**src/rtl/dtc_pkg.sv**
```systemverilog
package dtc_pkg;

    // core clock and machine cycle
    localparam int unsigned CLK_HZ       = 100_000_000;
    localparam int unsigned MC_CLKS      = 12;
    localparam logic [3:0]  MC_LAST      = 4'(MC_CLKS - 1);
    // phase index: state n, phase p -> (n-1)*2 + (p-1)
    localparam logic [3:0]  UPDATE_PHASE = 4'h4;
    localparam logic [3:0]  SAMPLE_PHASE = 4'h9;

    // register offsets
    localparam logic [3:0]  OFF_MODE     = 4'h0;
    localparam logic [3:0]  OFF_CTRL     = 4'h1;
    localparam logic [3:0]  OFF_C0_LOW   = 4'h2;
    localparam logic [3:0]  OFF_C0_HIGH  = 4'h3;
    localparam logic [3:0]  OFF_C1_LOW   = 4'h4;
    localparam logic [3:0]  OFF_C1_HIGH  = 4'h5;
    localparam logic [3:0]  OFF_IRQ_STAT = 4'h6;
    localparam logic [3:0]  OFF_IRQ_EN   = 4'h7;
    localparam logic [3:0]  OFF_IRQ_CLR  = 4'h8;

    // mode register fields, counter one sits one nibble up
    localparam int unsigned MD_SEL_LOW   = 0;
    localparam int unsigned MD_SEL_HIGH  = 1;
    localparam int unsigned MD_COUNT_SEL = 2;
    localparam int unsigned MD_GATE      = 3;
    localparam int unsigned MD_C1_BASE   = 4;

    // control register fields
    localparam int unsigned CTL_TYPE0    = 0;
    localparam int unsigned CTL_EDGE0    = 1;
    localparam int unsigned CTL_TYPE1    = 2;
    localparam int unsigned CTL_EDGE1    = 3;
    localparam int unsigned CTL_RUN0     = 4;
    localparam int unsigned CTL_OVF0     = 5;
    localparam int unsigned CTL_RUN1     = 6;
    localparam int unsigned CTL_OVF1     = 7;

    // interrupt event bits
    localparam int unsigned EV_OVF0      = 0;
    localparam int unsigned EV_OVF1      = 1;
    localparam int unsigned EV_EXT0      = 2;
    localparam int unsigned EV_EXT1      = 3;
    localparam int unsigned EV_N         = 4;

    // reset values
    localparam logic [7:0]  RST_BYTE     = 8'h00;
    localparam logic [3:0]  RST_EV       = 4'h0;

    typedef enum logic [1:0] {DTC_M13, DTC_M16, DTC_M8R, DTC_SPLIT} dtc_mode_t;

    typedef struct packed {
        logic       wr;
        logic       rd;
        logic [3:0] addr;
        logic [7:0] wdata;
    } dtc_bus_t;

endpackage : dtc_pkg

```
**src/rtl/dtc_core.sv**
```systemverilog
module dtc_core
    import dtc_pkg::*;
(
    // clock and reset
    input  wire logic     clk,
    input  wire logic     rst_b,
    // register port
    input  wire dtc_bus_t bus,
    output logic [7:0]    rd_data_q,
    // count and gate pins
    input  wire logic     count_pin_zero,
    input  wire logic     count_pin_one,
    input  wire logic     gate_pin_zero,
    input  wire logic     gate_pin_one,
    // events out
    output logic          irq_q,
    output logic          baud_tick_q
);

    // next count for modes 0 to 2; mode 3 holds
    function automatic logic [16:0] dtc_step(input dtc_mode_t md, input logic [15:0] cnt);
        logic [13:0] c13;
        logic [16:0] c16;
        logic [8:0]  c8;
        c13 = {1'b0, cnt[15:8], cnt[4:0]} + 14'h0001;
        c16 = {1'b0, cnt} + 17'h00001;
        c8  = {1'b0, cnt[7:0]} + 9'h001;
        unique case (md)
            DTC_M13:   dtc_step = {c13[13], c13[12:5], cnt[7:5], c13[4:0]};
            DTC_M16:   dtc_step = c16;
            DTC_M8R:   dtc_step = c8[8] ? {1'b1, cnt[15:8], cnt[15:8]} : {1'b0, cnt[15:8], c8[7:0]};
            DTC_SPLIT: dtc_step = {1'b0, cnt};
        endcase
    endfunction : dtc_step

    // register write decode
    function automatic logic wr_hit(input dtc_bus_t b, input logic [3:0] off);
        wr_hit = b.wr && (b.addr == off);
    endfunction : wr_hit

    logic [3:0]  phase_q;
    logic [3:0]  meta_q;
    logic [3:0]  sync_q;
    logic [3:0]  smp_q;
    logic [3:0]  prev_q;
    logic [7:0]  mode_q;
    logic [7:0]  ctl_q;
    logic [7:0]  lo0_q;
    logic [7:0]  hi0_q;
    logic [7:0]  lo1_q;
    logic [7:0]  hi1_q;
    logic [EV_N-1:0] ist_q;
    logic [EV_N-1:0] ien_q;
    logic [7:0]  rd_mux;

    // machine cycle phase and its strobes
    wire         last     = (phase_q == MC_LAST);
    wire [3:0]   phase_d  = last ? 4'h0 : 4'(phase_q + 4'h1);
    wire         upd      = (phase_q == UPDATE_PHASE);
    wire         smp      = (phase_q == SAMPLE_PHASE);

    always_ff @(posedge clk)
    begin
        if (!rst_b)
            phase_q <= 4'h0;
        else
            phase_q <= phase_d;
    end

    // pin synchronisers and once-per-cycle samples
    wire [3:0]   pin_raw  = {gate_pin_one, gate_pin_zero, count_pin_one, count_pin_zero};

    always_ff @(posedge clk)
    begin
        if (!rst_b)
        begin
            meta_q <= 4'h0;
            sync_q <= 4'h0;
            smp_q  <= 4'h0;
            prev_q <= 4'h0;
        end
        else
        begin
            meta_q <= pin_raw;
            sync_q <= meta_q;
            if (smp)
            begin
                smp_q  <= sync_q;
                prev_q <= smp_q;
            end
        end
    end

    // falling edge stays valid from one sample to the next
    wire [1:0]   fall     = prev_q[1:0] & ~smp_q[1:0];

    // mode fields
    wire dtc_mode_t md0   = dtc_mode_t'(mode_q[MD_SEL_HIGH:MD_SEL_LOW]);
    wire dtc_mode_t md1   = dtc_mode_t'(mode_q[MD_C1_BASE+MD_SEL_HIGH:MD_C1_BASE+MD_SEL_LOW]);
    wire         ct0      = mode_q[MD_COUNT_SEL];
    wire         ct1      = mode_q[MD_C1_BASE+MD_COUNT_SEL];
    wire         gate0    = mode_q[MD_GATE];
    wire         gate1    = mode_q[MD_C1_BASE+MD_GATE];
    wire         run0     = ctl_q[CTL_RUN0];
    wire         run1     = ctl_q[CTL_RUN1];
    wire         split    = (md0 == DTC_SPLIT);

    // increment enables, taken only at the update phase
    wire         allow0   = run0 & (~gate0 | smp_q[2]);
    wire         allow1   = ~gate1 | smp_q[3];
    wire         go1      = split ? 1'b1 : run1;
    wire         inc0     = upd & allow0 & (ct0 ? fall[0] : 1'b1);
    wire         inc0h    = upd & split & run1;
    wire         inc1     = upd & go1 & allow1 & (ct1 ? fall[1] : 1'b1) & (md1 != DTC_SPLIT);

    // counter zero next values
    wire [15:0]  cnt0_w   = {hi0_q, lo0_q};
    wire [15:0]  cnt1_w   = {hi1_q, lo1_q};
    wire [16:0]  st0      = dtc_step(md0, cnt0_w);
    wire [8:0]   lo0s     = {1'b0, lo0_q} + 9'h001;
    wire [8:0]   hi0s     = {1'b0, hi0_q} + 9'h001;
    wire [7:0]   lo0_n    = ~inc0 ? lo0_q : (split ? lo0s[7:0] : st0[7:0]);
    wire [7:0]   hi0_n    = split ? (inc0h ? hi0s[7:0] : hi0_q) : (inc0 ? st0[15:8] : hi0_q);
    wire         ovf0_set = inc0 & (split ? lo0s[8] : st0[16]);
    wire         ovfh_set = inc0h & hi0s[8];

    // counter one next values
    wire [16:0]  st1      = dtc_step(md1, cnt1_w);
    wire [7:0]   lo1_n    = inc1 ? st1[7:0] : lo1_q;
    wire [7:0]   hi1_n    = inc1 ? st1[15:8] : hi1_q;
    wire         ovf1_cnt = inc1 & st1[16];
    wire         ovf1_set = split ? ovfh_set : ovf1_cnt;

    // gate pin request flags, edge or low level per type bit
    wire         ext0_set = smp & (ctl_q[CTL_TYPE0] ? (smp_q[2] & ~sync_q[2]) : ~sync_q[2]);
    wire         ext1_set = smp & (ctl_q[CTL_TYPE1] ? (smp_q[3] & ~sync_q[3]) : ~sync_q[3]);

    // register write decode
    wire         wr_mode  = wr_hit(bus, OFF_MODE);
    wire         wr_ctl   = wr_hit(bus, OFF_CTRL);
    wire         wr_lo0   = wr_hit(bus, OFF_C0_LOW);
    wire         wr_hi0   = wr_hit(bus, OFF_C0_HIGH);
    wire         wr_lo1   = wr_hit(bus, OFF_C1_LOW);
    wire         wr_hi1   = wr_hit(bus, OFF_C1_HIGH);
    wire         wr_ien   = wr_hit(bus, OFF_IRQ_EN);
    wire         wr_clr   = wr_hit(bus, OFF_IRQ_CLR);

    // control register: hardware sets win over software writes
    wire [7:0]   ctl_w    = wr_ctl ? bus.wdata : ctl_q;
    wire [7:0]   ctl_set  = (8'(ovf1_set) << CTL_OVF1) | (8'(ovf0_set) << CTL_OVF0)
                          | (8'(ext1_set) << CTL_EDGE1) | (8'(ext0_set) << CTL_EDGE0);
    wire [7:0]   ctl_d    = ctl_w | ctl_set;

    // interrupt status, enable and clear
    wire [EV_N-1:0] ev    = {ext1_set, ext0_set, ovf1_set, ovf0_set};
    wire [EV_N-1:0] clr_w = wr_clr ? bus.wdata[EV_N-1:0] : RST_EV;
    wire [EV_N-1:0] ist_d = (ist_q & ~clr_w) | ev;
    wire [EV_N-1:0] ien_d = wr_ien ? bus.wdata[EV_N-1:0] : ien_q;

    // state registers
    always_ff @(posedge clk)
    begin
        if (!rst_b)
        begin
            mode_q <= RST_BYTE;
            ctl_q  <= RST_BYTE;
            ist_q  <= RST_EV;
            ien_q  <= RST_EV;
        end
        else
        begin
            mode_q <= wr_mode ? bus.wdata : mode_q;
            ctl_q  <= ctl_d;
            ist_q  <= ist_d;
            ien_q  <= ien_d;
        end
    end

    // count registers, a software write overrides the count step
    always_ff @(posedge clk)
    begin
        if (!rst_b)
        begin
            lo0_q <= RST_BYTE;
            hi0_q <= RST_BYTE;
            lo1_q <= RST_BYTE;
            hi1_q <= RST_BYTE;
        end
        else
        begin
            lo0_q <= wr_lo0 ? bus.wdata : lo0_n;
            hi0_q <= wr_hi0 ? bus.wdata : hi0_n;
            lo1_q <= wr_lo1 ? bus.wdata : lo1_n;
            hi1_q <= wr_hi1 ? bus.wdata : hi1_n;
        end
    end

    // read selection, unmapped and write-only read zero
    always_comb
    begin
        unique case (bus.addr)
            OFF_MODE:     rd_mux = mode_q;
            OFF_CTRL:     rd_mux = ctl_q;
            OFF_C0_LOW:   rd_mux = lo0_q;
            OFF_C0_HIGH:  rd_mux = hi0_q;
            OFF_C1_LOW:   rd_mux = lo1_q;
            OFF_C1_HIGH:  rd_mux = hi1_q;
            OFF_IRQ_STAT: rd_mux = {4'h0, ist_q};
            OFF_IRQ_EN:   rd_mux = {4'h0, ien_q};
            default:      rd_mux = 8'h00;
        endcase
    end

    // outputs
    always_ff @(posedge clk)
    begin
        if (!rst_b)
        begin
            rd_data_q   <= 8'h00;
            irq_q       <= 1'b0;
            baud_tick_q <= 1'b0;
        end
        else
        begin
            rd_data_q   <= bus.rd ? rd_mux : 8'h00;
            irq_q       <= |(ist_d & ien_d);
            baud_tick_q <= ovf1_cnt;
        end
    end

    // checks
    a_phase_wrap: assert property (@(posedge clk) disable iff (!rst_b)
        last |=> (phase_q == 4'h0) ##11 (phase_q == MC_LAST))
        else $error("machine cycle is not twelve clocks");

    a_timer_full: assert property (@(posedge clk) disable iff (!rst_b)
        (upd && md0 == DTC_M16 && !ct0 && run0 && !gate0 && !bus.wr)
        |=> (cnt0_w == 16'($past(cnt0_w) + 16'h0001)))
        else $error("timer did not step by one");

    a_update_phase: assert property (@(posedge clk) disable iff (!rst_b)
        (!upd && !bus.wr) |=> ($stable(cnt0_w) && $stable(cnt1_w)))
        else $error("count changed outside update phase");

    a_pin_edge: assert property (@(posedge clk) disable iff (!rst_b)
        (upd && ct0 && !fall[0] && !split && !bus.wr) |=> $stable(cnt0_w))
        else $error("pin counter moved without edge");

    a_gate_hold: assert property (@(posedge clk) disable iff (!rst_b)
        (gate0 && !smp_q[2] && !split && !bus.wr) |=> $stable(cnt0_w))
        else $error("gated counter moved");

    a_mode0_carry: assert property (@(posedge clk) disable iff (!rst_b)
        (inc0 && md0 == DTC_M13 && lo0_q[4:0] == 5'h1F && !bus.wr)
        |=> (hi0_q == 8'($past(hi0_q) + 8'h01)) && (lo0_q[7:5] == $past(lo0_q[7:5])))
        else $error("mode 0 carry wrong");

    a_reload: assert property (@(posedge clk) disable iff (!rst_b)
        (inc0 && md0 == DTC_M8R && lo0_q == 8'hFF && !bus.wr)
        |=> (lo0_q == hi0_q) && ctl_q[CTL_OVF0])
        else $error("reload or flag missing");

    a_freeze_one: assert property (@(posedge clk) disable iff (!rst_b)
        (md1 == DTC_SPLIT && !bus.wr) |=> $stable(cnt1_w))
        else $error("counter one moved in mode 3");

    a_split_high: assert property (@(posedge clk) disable iff (!rst_b)
        (inc0h && hi0_q == 8'hFF && !bus.wr) |=> (hi0_q == 8'h00) && ctl_q[CTL_OVF1])
        else $error("split high byte overflow wrong");

    a_flag_wins: assert property (@(posedge clk) disable iff (!rst_b)
        ovf0_set |=> ctl_q[CTL_OVF0] && ist_q[EV_OVF0])
        else $error("overflow flag lost");

    a_irq_level: assert property (@(posedge clk) disable iff (!rst_b)
        ##1 (irq_q == |(ist_q & ien_q)))
        else $error("interrupt output mismatch");

    // checks on sampling, gating, split mode and the register port
    a_phase_range: assert property (@(posedge clk) disable iff (!rst_b)
        phase_q <= MC_LAST)
        else $error("machine cycle phase out of range");

    a_sample_hold: assert property (@(posedge clk) disable iff (!rst_b)
        !smp |=> ($stable(smp_q) && $stable(prev_q)))
        else $error("pin sample moved off the sample phase");

    a_sample_take: assert property (@(posedge clk) disable iff (!rst_b)
        smp |=> (smp_q == $past(sync_q)) && (prev_q == $past(smp_q)))
        else $error("pin sample not taken at the sample phase");

    a_pin_count: assert property (@(posedge clk) disable iff (!rst_b)
        (upd && ct0 && fall[0] && allow0 && md0 == DTC_M16 && !bus.wr)
        |=> (cnt0_w == 16'($past(cnt0_w) + 16'h0001)))
        else $error("recognised pin edge not counted");

    a_run_stop: assert property (@(posedge clk) disable iff (!rst_b)
        (!run0 && !split && !bus.wr) |=> $stable(cnt0_w))
        else $error("stopped counter zero moved");

    a_gate_one: assert property (@(posedge clk) disable iff (!rst_b)
        (gate1 && !smp_q[3] && !bus.wr) |=> $stable(cnt1_w))
        else $error("gated counter one moved");

    a_mode0_hold: assert property (@(posedge clk) disable iff (!rst_b)
        (inc0 && md0 == DTC_M13 && lo0_q[4:0] != 5'h1F && !bus.wr)
        |=> $stable(hi0_q) && $stable(lo0_q[7:5]))
        else $error("mode 0 touched high byte or top low bits");

    a_mode1_carry: assert property (@(posedge clk) disable iff (!rst_b)
        (inc0 && md0 == DTC_M16 && lo0_q == 8'hFF && !bus.wr)
        |=> (lo0_q == 8'h00) && (hi0_q == 8'($past(hi0_q) + 8'h01)))
        else $error("mode 1 carry wrong");

    a_reload_keep: assert property (@(posedge clk) disable iff (!rst_b)
        (inc0 && md0 == DTC_M8R && !bus.wr) |=> $stable(hi0_q))
        else $error("reload value changed");

    a_split_low: assert property (@(posedge clk) disable iff (!rst_b)
        (inc0 && split && !bus.wr) |=> (lo0_q == 8'($past(lo0_q) + 8'h01)))
        else $error("split low byte did not step");

    a_split_runs: assert property (@(posedge clk) disable iff (!rst_b)
        (upd && split && md1 == DTC_M16 && !ct1 && !gate1 && !bus.wr)
        |=> (cnt1_w == 16'($past(cnt1_w) + 16'h0001)))
        else $error("counter one not running while split");

    a_split_flag: assert property (@(posedge clk) disable iff (!rst_b)
        (split && !ovfh_set && !wr_ctl && !ctl_q[CTL_OVF1])
        |=> !ctl_q[CTL_OVF1])
        else $error("counter one set overflow flag one while split");

    a_baud_reload: assert property (@(posedge clk) disable iff (!rst_b)
        (inc1 && md1 == DTC_M8R && lo1_q == 8'hFF && !bus.wr)
        |=> baud_tick_q && (lo1_q == hi1_q))
        else $error("counter one overflow pulse or reload missing");

    a_status_sticky: assert property (@(posedge clk) disable iff (!rst_b)
        !wr_clr |=> ((ist_q & $past(ist_q)) == $past(ist_q)))
        else $error("status bit lost without clear");

    a_read_idle: assert property (@(posedge clk) disable iff (!rst_b)
        !bus.rd |=> (rd_data_q == 8'h00))
        else $error("read data outside read cycle");

    a_read_ctrl: assert property (@(posedge clk) disable iff (!rst_b)
        (bus.rd && bus.addr == OFF_CTRL)
        |=> (rd_data_q == $past(ctl_q)))
        else $error("control register read wrong");

    a_ctrl_sticky: assert property (@(posedge clk) disable iff (!rst_b)
        (ctl_q[CTL_OVF0] && !wr_ctl) |=> ctl_q[CTL_OVF0])
        else $error("overflow flag zero dropped");

    a_ext_level: assert property (@(posedge clk) disable iff (!rst_b)
        (smp && !ctl_q[CTL_TYPE0] && !sync_q[2]) |=> ctl_q[CTL_EDGE0])
        else $error("low level request flag not set");

endmodule : dtc_core

```
**config.mk**
```make
export PLATFORM = sky130hd
export DESIGN_NAME = dtc_core
export DESIGN_NICKNAME = d
export VERILOG_FILES = /design/src/rtl/dtc_pkg.sv /design/src/rtl/dtc_core.sv
export SDC_FILE = /design/constraint.sdc
export NUM_CORES = 1
export LEC_CHECK = 0
export BUFFER_PORTS_ARGS = -buffer_cell sky130_fd_sc_hd__clkbuf_2
export CAP_MARGIN = 20
export CORE_MARGIN = 3
export CORE_UTILIZATION = 55
export CTS_CLUSTER_SIZE = 8
export DETAILED_ROUTE_END_ITERATION = 10
export HOLD_SLACK_MARGIN = 0.15
export PLACE_DENSITY = 0.78
export SLEW_MARGIN = 20
export SYNTH_ARGS = -nofsm -noshare
export SYNTH_HDL_FRONTEND = slang
export SYNTH_SLANG_ARGS = --single-unit
```
**constraint.sdc**
```tcl
create_clock -name clk -period 3.95 [get_ports clk]
set_input_delay 0.395 -clock clk [delete_from_list [all_inputs] [get_ports clk]]
set_output_delay 0.395 -clock clk [all_outputs]
set_load 0.05 [all_outputs]
```
# ---- After elaboration in Yosys (flattened, before gate mapping)
# Cells that the tools add are included.
dict set report totals {
  regBits 84
  wordCells 133
  out_inout_bits 10
  input_bits 20
}
dict set report classes {
  n_reduce_logical 23
  addsub 8
  n_mux 26
  eq_ne 25
  bitwise_logic 33
}
# op count
set op_table {}
lappend op_table {{2-to-1 mux 8 bit} 12}
lappend op_table {{one-hot mux 17 bit (4 select lines)} 1}
lappend op_table {{one-hot mux 8 bit (8 select lines)} 1}
lappend op_table {{one-hot mux 17 bit (3 select lines)} 1}
lappend op_table {{adder 16 x 1 -> 17 bit (second input constant)} 2}
lappend op_table {{2-to-1 mux 17 bit} 2}
lappend op_table {{adder 13 x 1 -> 14 bit (second input constant)} 2}
lappend op_table {{adder 8 x 1 -> 9 bit (second input constant)} 3}
lappend op_table {{== test 4 x 3 -> 1 bit (second input constant)} 5}
lappend op_table {{AND 1 bit} 16}
lappend op_table {{== test 4 bit (second input constant)} 3}
lappend op_table {{inequality test 2 bit (second input constant)} 5}
lappend op_table {{AND reduction 3 bit} 3}
lappend op_table {{AND 4 bit} 2}
lappend op_table {{== test 2 bit (second input constant)} 4}
lappend op_table {{== test 4 x 2 -> 1 bit (second input constant)} 2}
lappend op_table {{logical AND 1 bit} 8}
lappend op_table {{2-to-1 mux 4 bit} 2}
lappend op_table {{OR 8 x 2 -> 8 bit} 1}
lappend op_table {{OR 8 x 4 -> 8 bit} 1}
lappend op_table {{OR 8 x 6 -> 8 bit} 1}
lappend op_table {{OR 8 bit} 1}
lappend op_table {{2-to-1 mux 1 bit} 7}
lappend op_table {{inequality test 3 bit (second input constant)} 2}
lappend op_table {{17 further kinds} 28}

# ---- Logic depth before layout (Yosys ltp)
# Gate-level depths: netlist of the first run.
dict set report logic_depth {
  word_depth 12
  depth_mapped 9
  depth_no_buf 8
}

# ---- Least setup slack after synthesis of the first run
# No wires, ideal clock.
dict set report synth_path {
  path_type {reg2reg}
  startpoint {register mode_q[0]}
  endpoint {register lo0_q[0]}
  synth_period_minus_slack_ps 2124
  slack_ps 1826
  n_path_buf 1
  setup_time_ps 132
  path_stages_with_launch 10
  arrival_time_ps 1991
  path_cell_list {dfxtp_1 inv_1 ha_1 clkbuf_1 inv_1 nor3_1 nand2_1 a22oi_1 a21o_1 a21oi_1}
}
dict set report synth_via {
  elab_chain_len 5
  elab_cells_between_ends 8
}
# item line
set synth_rtl {}
lappend synth_rtl {{start: declaration} dtc_core.sv:46} ;# logic [7:0] mode_q;
lappend synth_rtl {{start signal: assignment} dtc_core.sv:172} ;# mode_q <= wr_mode ? bus.wdata : mode_q;
lappend synth_rtl {{== test 2 bit, or another cell as far along} dtc_core.sv:28} ;# unique case (md)
lappend synth_rtl {{one-hot mux 17 bit (3 select lines)} dtc_core.sv:28}
lappend synth_rtl {{2-to-1 mux 8 bit (*) (2 in series)} dtc_core.sv:122} ;# wire [7:0] lo0_n = ~inc0 ? lo0_q : (split ? lo0s[7:0] : st0[7:0]);
lappend synth_rtl {{2-to-1 mux 8 bit (*)} dtc_core.sv:191} ;# lo0_q <= wr_lo0 ? bus.wdata : lo0_n;
lappend synth_rtl {{end signal: assignment} dtc_core.sv:191}
lappend synth_rtl {{end: declaration} dtc_core.sv:48} ;# logic [7:0] lo0_q;
# Every way passes the cells marked *; elsewhere a longest branch is shown, timed or not. The select of a mux whose other input is x is not followed.
# A chain may end at the register's enable or synchronous reset.

# ---- Worst setup path in the final report of the first run
# Ends and elaborated chain as after synthesis.

==> impl_results.md, run 1 <==
* Power, Total at 0.001664 W
* DR WL/cell at 20.25 um
* # DRC at 0
* Global route overflow at 0
* Vias per cell at around 6.6
* Synth Cell Area at about 0.005 mm2
* Ranking of synthesized cells by area: dfxtp_1 (33%), nand2_1 (5.4%), o21ai_0 (4.9%)
* WP data arrival at roughly 2800 ps
* Combinational power share at between 8 and 9%
* Largest net degree at the start of global routing at 39
* Max_cap viols at 0
* Power per standard cell area at slightly above 300 mW/mm2
* Fin crit period at 2570 ps
* I/O Pins at 30
* Net Sw Frac at between 20% and 30%
* Hold-fix buffers at CTS at 0
* Synth-to-Final Area Change at 6.838%
* Clk_lat worst skew at 360 ps
* Startpoint types: flop
* Required time worst endpoint at between 4000 and 5000 ps
* Fmax at roughly 0.39 GHz
* Flop pwr share at between 50% and 60%
* Period Utilization, post-route at roughly two thirds
* Antenna fix cells at 0
* Setup tns final at 0 ps
* Worst path cell trace: inv_1 -> ha_1 -> inv_1 -> nor3_1 -> nand2_1 -> a22oi_1 -> a21o_1 -> a21oi_1
* Worst Tran Pin Value at between 1000 and 1500 ps
* Clk buf depth at 2
* Post-Syn Nets at ~680
* First-pass GRT wire length at ~25 mm
* Share of layout cells above drive strength 1 at between 10% and 20%
* Setup Fix Bufs, Post-CTS at 0
* EDFF count, synth at 0
* Buf+Inv Stages, Crit Path at 2
* Die area at between 0.01 and 0.015 mm2
* Cells after Synth at 648
* Clock Sinks at between 80 and 90
* CP Capture Type: flop
* FF+latch count, synth at 84
* Clock power frac at a little under two fifths
* Routed Antenna Nets at 0
* Vias in the first global route at ~4600
* Outcome: complete, no violations
* Gr usage total at a little under a third
* Worst rel slew slack at roughly 32%
* Top cell by count, worst path: inv_1
* Post-cts resize count at 0
* Final Hold Fails at 0
* Die width at between 100 and 150 um
* Leak at between 2 and 2.5 nW
* Ys flop type: dfxtp_1
* RSZ-0062 raised after global routing: false
* Initial Utilization at around 58%
* Slowest-stage cell, CP: ha_1
* Die Y at ~100 um
* Sw Pwr at roughly 0.00045 W
* Placeable core region at 0.008848 mm2
* Initial antenna violation count at 0
* Worst Skew at around 9.3 ps
* Num rows at 34
* Syn avg cell area at a little under 8 um2
* YS warnings at 0
* 1st-iter DRT viols at 443
* Internal power at roughly 0.0012 W
* Reg2reg setup slack at about 1400 ps
* Root Buffer: clkbuf_8
* Reg clk slew, reported paths at roughly 90 ps
* Setup CP Type: reg2reg
* Cell family with most CP delay: simple AND/OR/NAND/NOR gates
* Largest stage delay on the critical path at approximately 520 ps
* Total number of vias at 5011
* DP Wirelength at between 10 and 15 mm
* Wirelength, routed at roughly 15 mm
* Critical Path Fanout Max at 11
* Fillers at 831
* Top-area cell type share of the netlist area at between 30% and 40%
* Setup Viol. Count Final at 0
* DP Worst Slack at approximately 1500 ps
* Drt pass-1 iters at 5
* Netlist cell types at 67
* IO buf count at 29
* Fin worst setup slack at around 1400 ps
* Final net count at ~680
* CTS tree: yes
* Seq/Total Area, Yosys at between 30% and 40%
* Async SR Flop Fraction at 0%
* Final Wtd Congestion at around 1.0
* CTS buffer count at 9
* Cell taking the most area after synthesis: dfxtp_1
* Final slew viol count at 0
* Tightest Hold Check Type: in2reg
* Peak supply drop at roughly 0.16 mV
* Depth of the CTS H-tree at 3
[cells in the mapped netlist, drive strengths merged (6+ instances only)]
master and count:
and2 12, ha 10, o21ai 52, nand4 9, buf 10, nor3 23
a221oi 6, a211oi 10, a21oi 39, nor2 62, nand2b 6, clkbuf 31
xor2 8, mux2i 22, a31oi 10, xnor2 12, nor2b 11, and3 16
nand3 36, dfxtp 84, nand2 74, inv 17
[registers in the layout (all words and copies together), names as in the netlist]
| name | count |
|---|---|
| hi0_q | 8 |
| prev_q | 2 |
| baud_tick_q | 1 |
| phase_q | 4 |
| hi1_q | 8 |
| ctl_q | 8 |
| mode_q | 8 |
| ist_q | 4 |
| ien_q | 4 |
| meta_q | 4 |
| rd_data_q | 8 |
| smp_q | 4 |
| sync_q | 4 |
| lo0_q | 8 |
| lo1_q | 8 |
| irq_q | 1 |
[metrics by stage]
step,cell area [um2],hold slack (ps),utilization (%),std cells
global placement,5254,413.1,59.38,748
finish,5454,232.7,61.64,764
detailed placement,5254,418.9,59.38,748
CTS,5454,228.0,61.64,764
floorplan,5105,411.9,-,648
global route,5454,232.7,61.64,764
[cells by family after synthesis]
kind of cell | synth area share [%]
compound gates | 22.72
xor+xnor | 3.431
fa+ha+maj | 2.451
buf+inv | 4.412
flops | 32.94
mux | 7.402
simple gates | 26.64
[power by group through the flow]
stage / clock network [W] / logic, W / registers [W]
after floorplan: 0 / 0.0000900 / 0.000897
after global placement: 0 / 0.000129 / 0.000908
after detailed placement: 0 / 0.000131 / 0.000909
after CTS: 0.000646 / 0.000132 / 0.000889
after global routing: 0.000681 / 0.000147 / 0.000893
final: 0.000639 / 0.000135 / 0.000890
[cell usage in the layout, fill, tap and decap left out, types with 6 or more instances in the layout]
cell / n
a211oi_1: 9
a21oi_1: 39
a221oi_1: 6
a31oi_1: 10
and2_1: 11
and3_1: 16
clkbuf_2: 29
clkbuf_8: 9
dfxtp_1: 84
ha_1: 10
inv_1: 17
mux2i_1: 22
nand2_1: 74
nand2b_1: 6
nand3_1: 36
nand4_1: 7
nor2_1: 62
nor2b_1: 11
nor3_1: 23
o21ai_0: 50
xnor2_1: 12
xor2_1: 8
[metal layers]
| layer | global-route usage (%) | up-vias | wire length, um | share of wire, % |
|---|---|---|---|---|
| met2 | 47.43 | 277 | 7037 | 45 |
| met5 | 0 | - | 0 | 0 |
| met4 | 12.41 | 0 | 586 | 3.8 |
| met3 | 5.256 | 50 | 1414 | 9.1 |
| li1 | - | 2358 | - | - |
| met1 | 42.51 | 2326 | 6433 | 42 |
[path summary, 6_finish.rpt]
check	end	depth (start not counted)	from
worst min register to register	sync_q[3]	1	meta_q[3]
worst max register to register	lo0_q[0]	8	mode_q[0]
worst min-delay path	meta_q[1]	2	count_pin_one
worst max-delay path	lo0_q[0]	8	mode_q[0]
[worst register-to-register path: cells and delay by family, from the launching register on]
| family | cells | cell delay, ps |
|---|---|---|
| buffers and inverters | 2 | 310 |
| AOI/OAI and AO/OA | 3 | 420 |
| adders and majority gates | 1 | 520 |
| and+or+nand+nor | 2 | 740 |
| DFF | 1 | 430 |
[final cells by class]
class / count / area [um2] / share of cell area [%]
well taps: 108 / 135.1 / 2.478
multi-input cells: 506 / 3198 / 58.64
repair buffers: 33 / 175.2 / 3.212
clock inverters: 6 / 72.57 / 1.331
inverters: 17 / 63.81 / 1.170
clock buffers: 10 / 127.6 / 2.340
flip-flops and latches: 84 / 1682 / 30.83
Power figures use the tool's default switching activity.
==> run 2, diff against run 1 <==
==> constraint.sdc (replaced) <==
create_clock -name clk -period 2.4 [get_ports clk]
set_input_delay 0.24 -clock clk [delete_from_list [all_inputs] [get_ports clk]]
set_output_delay 0.24 -clock clk [all_outputs]
set_load 0.05 [all_outputs]
==> run 2 against run 1 <==
  * Largest cell class unchanged
  * First-iteration DRC count shrank 4.5%
  * Global-route usage is 1.1 points higher
  * Die area unchanged
  * Count of clock-buffer cells in the layout shrank 1
  * Critical endpoint is now hi1_q[2]
==> impl_results.md, run 2 (same netlist as run 1, synthesis figures left out) <==
* Outcome: complete, no violations
* Depth of the CTS H-tree at 3
* Leak at 2.145 nW
* Global route overflow at 0
* Met3 layer usage reported by global route at 3.891%
* Grt met1 use at 41.86%
* Peak supply drop at roughly 0.42 mV
* Worst rel slew slack at approximately three fifths
* Finished Layout Cells at approximately 790
* Startpoint types: flop
* IO buf count at 29
* # DRC at 0
* Setup Fix Bufs, Post-CTS at 0
* Fin crit period at between 2000 and 2500 ps
* Global route hottest layer: met2
* Reg2reg setup slack at between 150 and 200 ps
* Wirelength, routed at roughly 16 mm
* Initial Utilization at between 50% and 60%
* Met2 usage at slightly above 50%
* Final Wtd Congestion at about 0.96
* Largest net degree at the start of global routing at 28
* Final Hold Fails at 0
* Most frequent cells in the layout: dfxtp_1 (84), nand2_1 (74), nor2_1 (62)
* 1st-iter DRT viols at 423
* Final net count at 705
* Clock Sinks at between 80 and 90
* Clk buf depth at 2
* Placed Instances at ~770
* Initial antenna violation count at 0
* Placeable core region at 0.008848 mm2
* Fillers at slightly below 800
* Max_cap viols at 0
* Final slew viol count at 0
* Die area at 0.01047 mm2
* Antenna fix cells at 0
* Vias per cell at ~6.4
* Power per standard cell area at about 500 mW/mm2
* Drt pass-1 iters at 5
* Hold-fix buffers at CTS at 5
* Critical Path Fanout Max at 7
* Clk_lat worst skew at roughly 380 ps
* Post-cts resize count at 0
* Total number of vias at 5060
* Tightest Hold Check Type: in2reg
* Worst Skew at ~11 ps
* Power, Total at about 0.0028 W
* Commonest non-fill, non-tap cell in the layout: dfxtp_1
* Setup tns final at 0 ps
* Setup Viol. Count Final at 0
* CP Capture Type: flop
* Gr usage total at about a third
* CTS buffer count at 9
* Setup CP Type: reg2reg
* Synth-to-Final Area Change at 10.96%
* Period Utilization, post-route at 92.84%
* DR WL/cell at about 20 um
* Die Y at around 100 um
* Share of layout cells above drive strength 1 at a little over an eighth
* Die width at slightly above 100 um
* RSZ-0062 raised after global routing: false
* Worst Tran Pin Value at 609.7 ps
* DP Wirelength at roughly 12 mm
* Root Buffer: clkbuf_8
* Num rows at 34
* First-pass GRT wire length at 25.67 mm
* I/O Pins at 30
* WP data arrival at about 2600 ps
* Vias in the first global route at 4856
* Worst slack on hold paths at between 200 and 250 ps
* Reg clk slew, reported paths at about 100 ps
* Routed Antenna Nets at 0
* Fmax at ~0.45 GHz
* Final core utilization at 64.01%
* CTS tree: yes
* Required time worst endpoint at around 2700 ps
[run 2: path summary, 6_finish.rpt]
kind / startpoint / to / cells past startpoint
setup / recovery: lo1_q[1] / hi1_q[2] / 7
hold / removal: bus[11] / rd_data_q[2] / 2
setup reg to reg: lo1_q[1] / hi1_q[2] / 7
hold reg to reg: meta_q[0] / sync_q[0] / 1
[run 2: critical path, cell delays in order, from the launching register on]
cell,delay [ps]
dfxtp_1,410
ha_1,290
nand4_4,170
nor3_1,260
o2111ai_1,290
or3_1,420
a21oi_1,150
o221a_2,190
[run 2: power breakdown]
part / leakage [nW] / internal (W) / switching (W) / total [W]
sequential: 0.681 / 0.00142 / 0.0000412 / 0.00146
clock: 0.103 / 0.000413 / 0.000635 / 0.00105
combinational: 1.36 / 0.0000899 / 0.000150 / 0.000240
[run 2: cell type report]
class,count,area (um2),share of cell area (%)
multi-input cells,506,3198,56.46
flip-flops and latches,84,1682,29.69
well taps,108,135.1,2.386
clock buffers,9,123.9,2.187
inverters,17,63.81,1.127
clock inverters,7,81.33,1.436
repair buffers,57,380.4,6.715
[run 2: metrics by stage]
stage / cell area (um2) / worst slack (ps)
global placement: 5409 / 279.4
floorplan: 5105 / 276.4
detailed placement: 5409 / 202.1
CTS: 5664 / 189.2
finish: 5664 / 171.9
global route: 5664 / 8.634
[run 2: layer usage]
layer,routed length (um),up-vias
li1,-,2408
met4,542,0
met1,6611,2363
met2,7505,247
met5,0,-
met3,1262,42
==> run 3, diff against run 2 <==
--- a/config.mk
+++ b/config.mk
@@ -13,6 +13,7 @@
 export DETAILED_ROUTE_END_ITERATION = 10
 export HOLD_SLACK_MARGIN = 0.15
 export PLACE_DENSITY = 0.78
+export RECOVER_POWER = 25
 export SLEW_MARGIN = 20
 export SYNTH_ARGS = -nofsm -noshare
 export SYNTH_HDL_FRONTEND = slang
==> run 3 against run 2 <==
  * Count of clock-buffer cells in the layout stayed put
  * Clock power about the same
  * Largest power group unchanged
  * Worst hold slack better by 2.6 ps
  * Cell count unchanged
  * Register-to-register slack about the same
  * Final area shrank 0.33%
  * Sequential share of layout area up 0.099 points
  * Non-clock buffer count unchanged
  * Global-route usage unchanged
  * Power about the same
  * Clock skew about the same
  * Critical endpoint unchanged
  * Critical path type unchanged
  * Maximum frequency down 0.21%
==> impl_results.md, run 3 (same netlist as run 1, synthesis figures left out) <==
* Leak at 2.097 nW
* Fin crit period at around 2200 ps
* Register-to-Register Path Depth at 7
* Final Hold Fails at 0
* Setup crit start: lo1_q[1]
* CP Capture Type: flop
* Placeable core region at roughly 0.0088 mm2
* RR Endpoint: hi1_q[2]
* CTS tree: yes
* Worst Skew at roughly 11 ps
* Num rows at 34
* Post-cts resize count at 0
* Die width at between 100 and 150 um
* Fmax at between 0.4 and 0.5 GHz
* Most frequent cells in the layout: dfxtp_1 (84), nand2_1 (74), nor2_1 (62)
* Final Instance Area at 0.005645 mm2
* Worst Tran Pin Value at roughly 1200 ps
* IO buf count at 29
* Setup tns final at 0 ps
* I/O Pins at 30
* Outcome: complete, no violations
* Vias in the first global route at about 5000
* Tightest Hold Check Type: in2reg
* Drt pass-1 iters at 8
* Largest net degree at the start of global routing at 28
* Gr usage total at 31.81%
* Global route overflow at 0
* Post-DP Area at 0.005409 mm2
* Reg2reg start: lo1_q[1]
* 1st-iter DRT viols at roughly 420
* Wirelength, routed at between 15 and 20 mm
* Share of layout cells above drive strength 1 at a little under an eighth
* Setup CP Type: reg2reg
* Vias per cell at between 6 and 7
* RSZ-0062 raised after global routing: false
* Depth of the CTS H-tree at 3
* Hold endpoint: rd_data_q[2]
* Initial antenna violation count at 0
* Synth-to-Final Area Change at 10.59%
* CTS buffer count at 9
* DR WL/cell at 20.29 um
* WP data arrival at ~2600 ps
* Critical Path Fanout Max at 7
* Min-delay src: bus[11]
* Max_cap viols at 0
* Final Wtd Congestion at roughly 0.96
* Routed Antenna Nets at 0
* Clk_lat worst skew at between 300 and 400 ps
* Final core utilization at ~64%
* # DRC at 0
* Worst hold stages at 2
* Slowest-stage cell, CP: or3_1
* Largest stage delay on the critical path at ~420 ps
* Required time worst endpoint at 2720 ps
* Setup Fix Bufs, Post-CTS at 0
* Worst rel slew slack at around 18%
* Total number of vias at a little over 5000
* Reg2reg setup slack at around 170 ps
* Worst path cell trace: ha_1 -> nand4_4 -> nor3_1 -> o2111ai_1 -> or3_1 -> a21oi_1 -> o221a_2
* Commonest non-fill, non-tap cell in the layout: dfxtp_1
* Initial Utilization at between 50 and 60%
* Die Y at 102.3 um
* Die area at around 0.010 mm2
* Startpoint types: flop
* Final slew viol count at 0
* Reg clk slew, reported paths at about 100 ps
* First-pass GRT wire length at around 26 mm
* Final net count at between 700 and 800
* Setup Viol. Count Final at 0
* Clk buf depth at 2
* Period Utilization, post-route at approximately 93%
* Root Buffer: clkbuf_8
* Power per standard cell area at 487.0 mW/mm2
* Clock Sinks at 84
* Peak supply drop at around 0.42 mV
* Antenna fix cells at 0
* DP Wirelength at roughly 12 mm
-- run 3: cell types whose count changed in the layout (fill, tap and decap cells not counted), sizes merged --
cell    delta
clkbuf     +1
buf        -1
-- run 3: cell type report --
cell class,count,area [um2]
multi-input cells,506,3198
clock buffers,9,123.9
clock inverters,7,81.33
fillers,794,3203
inverters,17,63.81
repair buffers,57,361.6
well taps,108,135.1
flip-flops and latches,84,1682
-- run 3: repair_timing --
item,4_1_cts,5_1_grt
setup endpoints to repair,0,0
hold buffers,5,0
hold endpoints to repair,5,0
-- run 3: worst max-delay path by stage --
| stage | end | cells after the start |
|---|---|---|
| floorplan | lo0_q[0] | 9 |
| global placement | hi1_q[2] | 7 |
| detailed placement | hi1_q[2] | 7 |
| CTS | hi1_q[2] | 7 |
| global route | hi1_q[6] | 6 |
| finish | hi1_q[2] | 7 |
-- run 3: layer usage --
| metal | global-route usage (%) | vias to the layer above | wire length [um] |
|---|---|---|---|
| met3 | 3.891 | 41 | 1263 |
| met1 | 41.86 | 2386 | 6670 |
| met2 | 51.22 | 253 | 7495 |
| li1 | - | 2412 | - |
| met4 | 16.45 | 0 | 557 |
| met5 | 0 | - | 0 |
-- run 3: per-stage QoR --
| step | setup slack [ps] | hold WS, ps | power [W] | cells |
|---|---|---|---|---|
| CTS | 189.2 | 196.9 | 0.002757 | 788 |
| finish | 167.1 | 221.0 | 0.002749 | 788 |
| global placement | 279.4 | 415.0 | 0.001715 | 767 |
| floorplan | 276.4 | 367.3 | 0.001625 | 648 |
| detailed placement | 202.1 | 424.1 | 0.001722 | 767 |
| global route | 5.111 | 223.3 | 0.002842 | 788 |
-- run 3: critical path: cells and delay by family, from the launching register on --
family          cells  cell delay, ps
fa+ha+maj           1             290
simple gates        3             850
flops               1             410
compound gates      3             640
-- run 3: report_power, final --
group / internal (W) / leakage (nW) / switching, W / total [W]
clock: 0.000413 / 0.103 / 0.000634 / 0.00105
combinational: 0.0000892 / 1.31 / 0.000150 / 0.000239
sequential: 0.00142 / 0.681 / 0.0000411 / 0.00146
total: 0.00192 / 2.10 / 0.000825 / 0.00275
